$ cat config.mk
export PLATFORM = sky130hd
export DESIGN_NAME = wdtu_watchdog_timer_unit
export DESIGN_NICKNAME = d
export VERILOG_FILES = /design/src/wdtu_pkg.sv /design/src/wdtu_prescaler.sv /design/src/wdtu_grace_timer.sv /design/src/wdtu_watchdog_timer_unit.sv
export SDC_FILE = /design/constraint.sdc
export NUM_CORES = 1
export LEC_CHECK = 0
export ABC_AREA = 1
export BUFFER_PORTS_ARGS = -buffer_cell sky130_fd_sc_hd__buf_2
export CAP_MARGIN = 20
export CORE_MARGIN = 3
export CORE_UTILIZATION = 40
export DETAILED_ROUTE_END_ITERATION = 8
export PLACE_DENSITY_LB_ADDON = 0.12
export SLEW_MARGIN = 20
export SYNTH_ARGS = -nofsm -noshare
export SYNTH_HDL_FRONTEND = slang
export SYNTH_SLANG_ARGS = --single-unit
$ cat constraint.sdc
create_clock -name core_clk -period 2.1 [get_ports core_clk]
set_clock_uncertainty 0.2 [all_clocks]
set_input_delay 0.42 -clock core_clk [delete_from_list [all_inputs] [get_ports core_clk]]
set_output_delay 0.42 -clock core_clk [all_outputs]
set_load 0.03 [all_outputs]
$ cat src/wdtu_pkg.sv
// Constants, field layout and state type of the watchdog timer unit.
// Assumes one core clock and an oscillator tick already synchronous to it.
package wdtu_pkg;

	// Control register placement and layout
	localparam logic [7:0] WATCHDOG_CONTROL_ADDR = 8'hAA;
	localparam logic [7:0] CTRL_POR_VALUE = 8'h07;
	localparam int RUN_BIT = 7;
	localparam int CLR_BIT = 6;
	localparam int TOF_BIT = 5;
	localparam int LPR_BIT = 4;
	localparam int RSTF_BIT = 3;
	localparam int PS_MSB = 2;
	localparam int PS_LSB = 0;
	localparam logic [2:0] PS_POR_VALUE = 3'h7;

	// Configuration byte layout and mode codes
	localparam int CFG_MODE_MSB = 7;
	localparam int CFG_MODE_LSB = 4;
	localparam logic [7:0] CONFIG_DEFAULT = 8'hFF;
	localparam logic [3:0] MODE_GP = 4'hF;
	localparam logic [3:0] MODE_RST_STOP = 4'h5;

	// Timing: intervals in periods of the low-speed oscillator, then the clock rates
	localparam int TIMEOUT_TICKS = 64;
	localparam int GRACE_TICKS = 512;
	localparam int LSO_FREQ_HZ = 10000;
	localparam int CORE_FREQ_HZ = 100000000;
	localparam int LSO_PERIOD_CYCLES = CORE_FREQ_HZ / LSO_FREQ_HZ;

	typedef enum logic [1:0] {
		GRACE_IDLE,
		GRACE_WAIT,
		GRACE_FIRE
	} wdtu_grace_t;

	// Last divider value for each prescale code
	function automatic logic [7:0] wdtu_ps_limit(input logic [2:0] sel);
		logic [7:0] lim;
		lim = 8'h00;
		unique case (sel)
			3'h0: lim = 8'h00;
			3'h1: lim = 8'h03;
			3'h2: lim = 8'h07;
			3'h3: lim = 8'h0F;
			3'h4: lim = 8'h1F;
			3'h5: lim = 8'h3F;
			3'h6: lim = 8'h7F;
			3'h7: lim = 8'hFF;
		endcase
		return lim;
	endfunction : wdtu_ps_limit

endpackage : wdtu_pkg

$ cat src/wdtu_prescaler.sv
// Divider chain on the oscillator tick, one output tick per divisor.
// Assumes oscTick is a one-cycle pulse synchronous to core_clk.
module wdtu_prescaler
	import wdtu_pkg::*;
#(
	parameter int DIV_W = 8
) (
	// Clock and reset
	input wire logic core_clk,
	input wire logic sys_rst,
	// Control
	input wire logic clear,
	input wire logic enable,
	input wire logic [2:0] sel,
	// Ticks
	input wire logic oscTick,
	output logic outTick
);

	logic [DIV_W-1:0] div;
	logic atLimit;

	assign atLimit = (div >= wdtu_ps_limit(sel));
	assign outTick = enable && oscTick && atLimit && !clear;

	always_ff @(posedge core_clk) begin
		if (sys_rst || clear) begin
			div <= '0;
		end else if (enable && oscTick) begin
			// Limit compare, not equality: a smaller code mid-count must not stall
			if (atLimit) begin
				div <= '0;
			end else begin
				div <= div + 1'b1;
			end
		end
	end

endmodule : wdtu_prescaler

$ cat src/wdtu_grace_timer.sv
// Grace window after a time-out; fires once unless cancelled.
// Assumes oscTick is a one-cycle pulse synchronous to core_clk.
module wdtu_grace_timer
	import wdtu_pkg::*;
#(
	parameter int GRACE = GRACE_TICKS
) (
	// Clock and reset
	input wire logic core_clk,
	input wire logic sys_rst,
	// Control
	input wire logic arm,
	input wire logic cancel,
	input wire logic enable,
	input wire logic oscTick,
	// Result
	output logic fire
);

	localparam int CW = $clog2(GRACE);
	localparam logic [CW-1:0] LAST = CW'(GRACE - 1);

	wdtu_grace_t state;
	logic [CW-1:0] cnt;

	always_ff @(posedge core_clk) begin
		if (sys_rst) begin
			state <= GRACE_IDLE;
			cnt <= '0;
			fire <= 1'b0;
		end else begin
			fire <= 1'b0;
			unique case (state)
				GRACE_IDLE: begin
					cnt <= '0;
					if (arm && !cancel) begin
						state <= GRACE_WAIT;
					end
				end
				GRACE_WAIT: begin
					if (cancel) begin
						state <= GRACE_IDLE;
					end else if (enable && oscTick) begin
						if (cnt == LAST) begin
							state <= GRACE_FIRE;
						end else begin
							cnt <= cnt + 1'b1;
						end
					end
				end
				GRACE_FIRE: begin
					fire <= 1'b1;
					state <= GRACE_IDLE;
				end
				default: begin
					state <= GRACE_IDLE;
				end
			endcase
		end
	end

endmodule : wdtu_grace_timer

$ cat src/wdtu_watchdog_timer_unit.sv
// Watchdog timer unit: control register, mode logic and time-out counter.
// Assumes oscillator tick, power-mode levels and bus inputs are synchronous.
//
// How it works
// Config all ones gives software general timer.
// Config 0101: reset timer, halts when asleep.
// Other configs: reset timer, runs when asleep.
// Time-out is 64 ticks times prescale divisor.
// Prescale codes map to 1,4,8..256 divisors.
// Reset modes count from reset release alone.
// Time-out sets flag; interrupt needs both enables.
// Reset mode: 512 ticks grace, then reset.
// Clear bit zeroes count, self-clears when done.
// Watchdog reset sets flag; power-on clears it.
// Control writes only inside timed-access window.
// Reset modes ignore run and low-power bits.
// General mode: run bit starts, stops counter.
// General mode keeps counting after each time-out.
// Hardware only sets flag; software clears it.
// General mode: low-power bit selects sleep counting.
// Time-out wakes device from Idle, Power-down.
// Control resets per power-on, watchdog, other reset.
// Prescale all ones on power-on, else kept.
// Clear acts on oscillator tick, then releases.
module wdtu_watchdog_timer_unit
	import wdtu_pkg::*;
#(
	parameter int PS_W = 8,
	parameter int GRACE = GRACE_TICKS
) (
	// Clock and power-on reset
	input wire logic core_clk,
	input wire logic sys_rst,
	// Other reset sources of the device
	input wire logic otherRst,
	// Configuration byte from non-volatile storage
	input wire logic [7:0] configByte,
	// Low-speed oscillator tick, one cycle per period
	input wire logic lowSpeedTick,
	// Power management levels
	input wire logic idleMode,
	input wire logic powerDownMode,
	// Special-function register port
	input wire logic [7:0] sfrAddr,
	input wire logic sfrWrEn,
	input wire logic [7:0] sfrWrData,
	input wire logic taOpen,
	output logic [7:0] sfrRdData,
	// Interrupt enables
	input wire logic wdIrqEnable,
	input wire logic globalIrqEnable,
	// Events out
	output logic irqRequest,
	output logic wakeUp,
	output logic systemReset
);

	localparam int CNT_W = $clog2(TIMEOUT_TICKS);
	localparam logic [CNT_W-1:0] CNT_LAST = CNT_W'(TIMEOUT_TICKS - 1);

	// Mode and control state
	logic [3:0] wdModeCfg;
	logic wdRun;
	logic wdLowpowerRun;
	logic wdTimeoutFlag;
	logic wdResetFlag;
	logic wdCountClear;
	logic [2:0] wdPrescaleSel;
	logic [CNT_W-1:0] wdCount;

	// Derived terms
	logic chipRst;
	logic ctrlWrite;
	logic gpMode;
	logic stopWhenAsleep;
	logic asleep;
	logic counting;
	logic countClearNow;
	logic psTick;
	logic timeoutEvt;
	logic graceFire;
	logic [7:0] ctrlRead;

	// Every reset source; the watchdog's own reset is the registered output
	assign chipRst = sys_rst || otherRst || systemReset;

	assign ctrlWrite = sfrWrEn && taOpen && (sfrAddr == WATCHDOG_CONTROL_ADDR);

	assign gpMode = (wdModeCfg == MODE_GP);
	assign stopWhenAsleep = (wdModeCfg == MODE_RST_STOP);
	assign asleep = idleMode || powerDownMode;

	// Reset modes start on their own and ignore run and low-power bits
	always_comb begin
		if (gpMode) begin
			counting = wdRun && (!asleep || wdLowpowerRun);
		end else if (stopWhenAsleep) begin
			counting = !asleep;
		end else begin
			counting = 1'b1;
		end
	end

	// Clear lands on an oscillator edge, as the count lives on that rate
	assign countClearNow = wdCountClear && lowSpeedTick;

	assign timeoutEvt = psTick && (wdCount == CNT_LAST) && !countClearNow;

	// Mode is taken from the configuration byte at each reset
	always_ff @(posedge core_clk) begin
		if (chipRst) begin
			wdModeCfg <= configByte[CFG_MODE_MSB:CFG_MODE_LSB];
		end
	end

	// Run and low-power bits: zero after every kind of reset
	always_ff @(posedge core_clk) begin
		if (chipRst) begin
			wdRun <= CTRL_POR_VALUE[RUN_BIT];
			wdLowpowerRun <= CTRL_POR_VALUE[LPR_BIT];
		end else if (ctrlWrite) begin
			wdRun <= sfrWrData[RUN_BIT];
			wdLowpowerRun <= sfrWrData[LPR_BIT];
		end
	end

	// Prescale select survives all resets but power-on
	always_ff @(posedge core_clk) begin
		if (sys_rst) begin
			wdPrescaleSel <= PS_POR_VALUE;
		end else if (ctrlWrite) begin
			wdPrescaleSel <= sfrWrData[PS_MSB:PS_LSB];
		end
	end

	// Reset flag: hardware set beats a software write in the same cycle
	always_ff @(posedge core_clk) begin
		if (sys_rst) begin
			wdResetFlag <= CTRL_POR_VALUE[RSTF_BIT];
		end else if (systemReset) begin
			wdResetFlag <= 1'b1;
		end else if (otherRst) begin
			wdResetFlag <= wdResetFlag;
		end else if (ctrlWrite) begin
			wdResetFlag <= sfrWrData[RSTF_BIT];
		end
	end

	// Time-out flag: never cleared by hardware outside reset
	always_ff @(posedge core_clk) begin
		if (chipRst) begin
			wdTimeoutFlag <= CTRL_POR_VALUE[TOF_BIT];
		end else if (timeoutEvt) begin
			wdTimeoutFlag <= 1'b1;
		end else if (ctrlWrite) begin
			wdTimeoutFlag <= sfrWrData[TOF_BIT];
		end
	end

	// Counter clear request; a fresh write wins over its completion
	always_ff @(posedge core_clk) begin
		if (chipRst) begin
			wdCountClear <= CTRL_POR_VALUE[CLR_BIT];
		end else if (ctrlWrite && sfrWrData[CLR_BIT]) begin
			wdCountClear <= 1'b1;
		end else if (countClearNow) begin
			wdCountClear <= 1'b0;
		end
	end

	wdtu_prescaler #(
		.DIV_W(PS_W)
	) u_prescaler (
		.core_clk(core_clk),
		.sys_rst(chipRst),
		.clear(countClearNow),
		.enable(counting),
		.sel(wdPrescaleSel),
		.oscTick(lowSpeedTick),
		.outTick(psTick)
	);

	// Time-out counter wraps and keeps going after each interval
	always_ff @(posedge core_clk) begin
		if (chipRst || countClearNow) begin
			wdCount <= '0;
		end else if (psTick) begin
			wdCount <= wdCount + 1'b1;
		end
	end

	// Grace window runs only in reset modes; clearing cancels it
	wdtu_grace_timer #(
		.GRACE(GRACE)
	) u_grace (
		.core_clk(core_clk),
		.sys_rst(chipRst),
		.arm(timeoutEvt && !gpMode),
		.cancel(countClearNow),
		.enable(counting),
		.oscTick(lowSpeedTick),
		.fire(graceFire)
	);

	always_ff @(posedge core_clk) begin
		if (sys_rst || otherRst) begin
			systemReset <= 1'b0;
		end else begin
			systemReset <= graceFire && !systemReset;
		end
	end

	// Wake pulse follows each completed interval
	always_ff @(posedge core_clk) begin
		if (chipRst) begin
			wakeUp <= 1'b0;
		end else begin
			wakeUp <= timeoutEvt;
		end
	end

	// Interrupt request is a level while the flag stands
	always_ff @(posedge core_clk) begin
		if (chipRst) begin
			irqRequest <= 1'b0;
		end else begin
			irqRequest <= wdTimeoutFlag && wdIrqEnable && globalIrqEnable;
		end
	end

	assign ctrlRead = {wdRun, wdCountClear, wdTimeoutFlag, wdLowpowerRun,
		wdResetFlag, wdPrescaleSel};

	// Read data registered; other addresses answer zero
	always_ff @(posedge core_clk) begin
		if (sys_rst) begin
			sfrRdData <= 8'h00;
		end else if (sfrAddr == WATCHDOG_CONTROL_ADDR) begin
			sfrRdData <= ctrlRead;
		end else begin
			sfrRdData <= 8'h00;
		end
	end

endmodule : wdtu_watchdog_timer_unit

==> results.md <==
* Status: complete, no violations
* Buffers on Ports at 40
* Die ar. at between 0.007 and 0.008 mm²
* CP required at ~2100 ps
* Seq pwr share at between 50% and 60%
* Synth async-reset ratio at 0%
* Most frequent cells in the layout: 60 x nand2_1, 48 x inv_1, 48 x dfxtp_1
* CP endpoint kind: flop
* Sequential share of the synthesized area at a little over two fifths
* Pre-CTS setup slack at 30.1 ps
* Hold Violations, Final at 0
* Post-layout util at 49.3%
* Period utilization at between 90% and 100%
* GP Congestion at 0.765
* Critical Path Fanout Max at 5
* Syn_nets at roughly 380
* Hold depth at 1
* Internal Power at 1.47 mW
* Max-cap violations at 0
* CTS Root Cell: clkbuf_8
* Critical Path AT at ~2000 ps
* Worst hold path type: input port to flop
* Min-delay src: configByte[5]
* Slew margin rel. at 77.2%
* Slew @ Worst Pin at 341 ps
* Vert. Die Dim at 87.4 µm
* Net Sw Power at ~0.40 mW
* Detail Placement HPWL at approximately 3.7 mm
* Worst VDD drop at about 0.31 mV
* Die Width at 87.4 µm
* Layout Nets at 430
* Number of synthesized flops with an enable pin at 4
* Primary FF master, synth: dfxtp_1
* Mapped Cells at 330
* CTS Hold Bufs at 0
* Clock Latency Late Sink at ~300 ps
* GRT overflow at 0
* Synth unique cells at 42
* Fill cell count at ~640
* Pwr Density at 594 mW/mm²
* Clk buf depth at 2
* Antenna diodes at 0
* # H-tree levels at 2
* Post-route cell area at ~0.0032 mm²
* DRC Markers at 0
* Vias in the first global route at approximately 1900
* Max frequency at ~510 MHz
* Drt wl/cell at about 11 µm
* Reg clk slew, reported paths at about 90 ps
* Final WL at 4.89 mm
* First drt pass iteration count at 4
* Sink Count at between 50 and 60
* Synth Warn # at 0
* Site row count at 29
* Initial antenna violation count at 0
* Via/cell ratio at 4.57
* I/O Pins at 45
* Synth Area per Inst at 8.03 µm²
* Switching part of the total at between 20% and 30%
* Setup ws final at around 150 ps
* Via count at about 2100
* Starting Density at between 40% and 50%
* P&R area growth vs syn at 18.9%
* Most common cell after layout, fill and taps aside: nand2_1
* Largest net degree at the start of global routing at 17
* Critical R2R Launch: u_grace.cnt[1]
* Clk network pwr share at between 30% and 40%
* Setup violators final at 0
* Gr usage total at between 10 and 15%
* Dpl cell area at around 0.0030 mm²
* Setup CP Type: flop to flop
* R2r setup slk at between 100 and 150 ps
* Setup TNS at 0 ps
* Initial DRC Count at between 90 and 100
* Num CTS Buffers at 5
* Fin cells at approximately 460
* Max Slew Vio Count at 0
* Tmin final at between 1500 and 2000 ps
* First-pass GRT wire length at 8.47 mm
* Layout cell share with drive strength beyond 1 at 29.4%
* Synth Cell Area at 0.00265 mm²
* Flops & latches, synth at between 50 and 60
* Antenna viol nets, final at 0
* Core Region at about 0.0064 mm²
* Hold WS at 90.5 ps
* Worst Setup Start Kind: flop
* Leak pwr at between 1 and 1.5 nW
* R2R depth at 14
* Design Power at about 1.9 mW
* Comb power frac at under 10%
* Hold Path End: wdModeCfg[1]
* Dpl cells at between 400 and 500
* Worst reg2reg path endpoint: u_grace.cnt[8]
* CTS tree: done
==> routing by layer <==
layer	GRT usage [%]	vias up	share of wire, %
li1	-	1152	-
met1	19.2	925	52
met2	21.2	34	44
met3	3.31	2	3.9
met4	3.35	0	0.59
met5	0	-	0
==> critical path, stage by stage, from the launching register on <==
cell,delay [ps]
dfxtp_4,360
ha_4,160
nand2_2,80
nor2_2,40
nand2_1,80
nor2_2,50
ha_2,170
inv_1,80
nand3_1,80
inv_1,70
nand2_2,70
buf_4,150
nand2_2,110
nand3_1,90
a21oi_2,110
==> power by group through the flow <==
stage | clock, mW | sequential [mW] | combinational, mW
floorplan | 0 | 1.11 | 0.0502
global placement | 0 | 1.11 | 0.0925
detailed placement | 0 | 1.11 | 0.0936
CTS | 0.723 | 1.08 | 0.0938
global route | 0.774 | 1.08 | 0.107
finish | 0.693 | 1.08 | 0.0953
==> cell families after synthesis <==
| kind of cell | count (synthesis) | share of synthesized area (%) |
|---|---|---|
| XOR/XNOR | 7 | 2.60 |
| AO/OA/AOI/OAI | 43 | 9.73 |
| adder cells (fa/ha/maj) | 12 | 5.67 |
| buffers and inverters | 62 | 9.64 |
| AND/OR/NAND/NOR | 150 | 28.5 |
| flip-flops | 56 | 43.8 |
==> cell usage after synthesis (2+ instances only) <==
cell type / count / share of area [%]
nand4_1: 5 / 1.2
edfxtp_1: 4 / 4.5
nand3_2: 2 / 0.76
xor2_1: 6 / 2.0
inv_2: 5 / 0.71
nand2_2: 5 / 1.2
a21oi_1: 25 / 4.7
o21ai_2: 2 / 0.66
inv_1: 49 / 6.9
inv_4: 2 / 0.47
nor2_2: 7 / 1.7
nand3_1: 14 / 2.6
nand2_1: 64 / 9.1
nor2_4: 2 / 0.85
nand2_4: 2 / 0.85
o21ai_1: 3 / 0.57
dfxtp_1: 52 / 39
nor2_1: 34 / 4.8
nor3_2: 3 / 1.1
nor4_1: 2 / 0.47
nor3_1: 4 / 0.76
ha_1: 12 / 5.7
clkinv_1: 2 / 0.28
o21ai_0: 6 / 1.1
==> repair_timing <==
item	4_1_cts	5_1_grt
endpoints found under the setup margin	0	14
gates resized for setup	0	18
buffers inserted	0	2
==> worst max-delay path by stage <==
| stage | from | slack (ps) | cells past startpoint | endpoint |
|---|---|---|---|---|
| 2_1_floorplan | u_grace.cnt[0] | 210 | 14 | u_grace.cnt[3] |
| 3_3_place_gp | u_grace.cnt[0] | 50 | 14 | u_grace.cnt[3] |
| 3_5_place_dp | u_grace.cnt[0] | 30 | 14 | u_grace.cnt[3] |
| 4_1_cts | u_grace.cnt[0] | 20 | 14 | u_grace.cnt[3] |
| 5_1_grt | u_grace.cnt[1] | -20 | 14 | u_grace.cnt[7] |
| 6_report | u_grace.cnt[1] | 150 | 14 | u_grace.cnt[8] |
==> layout make-up <==
| type | count | area [µm²] | share of cell area [%] |
|---|---|---|---|
| Clock buffer | 6 | 72.6 | 2.30 |
| Clock inverter | 2 | 35.0 | 1.11 |
| Inverter | 59 | 234 | 7.43 |
| Multi-Input combinational cell | 213 | 1280 | 40.5 |
| Sequential cell | 56 | 1170 | 37.1 |
| Tap cell | 77 | 96.3 | 3.06 |
| Timing Repair Buffer | 49 | 268 | 8.50 |
Power figures use the tool's default switching activity.
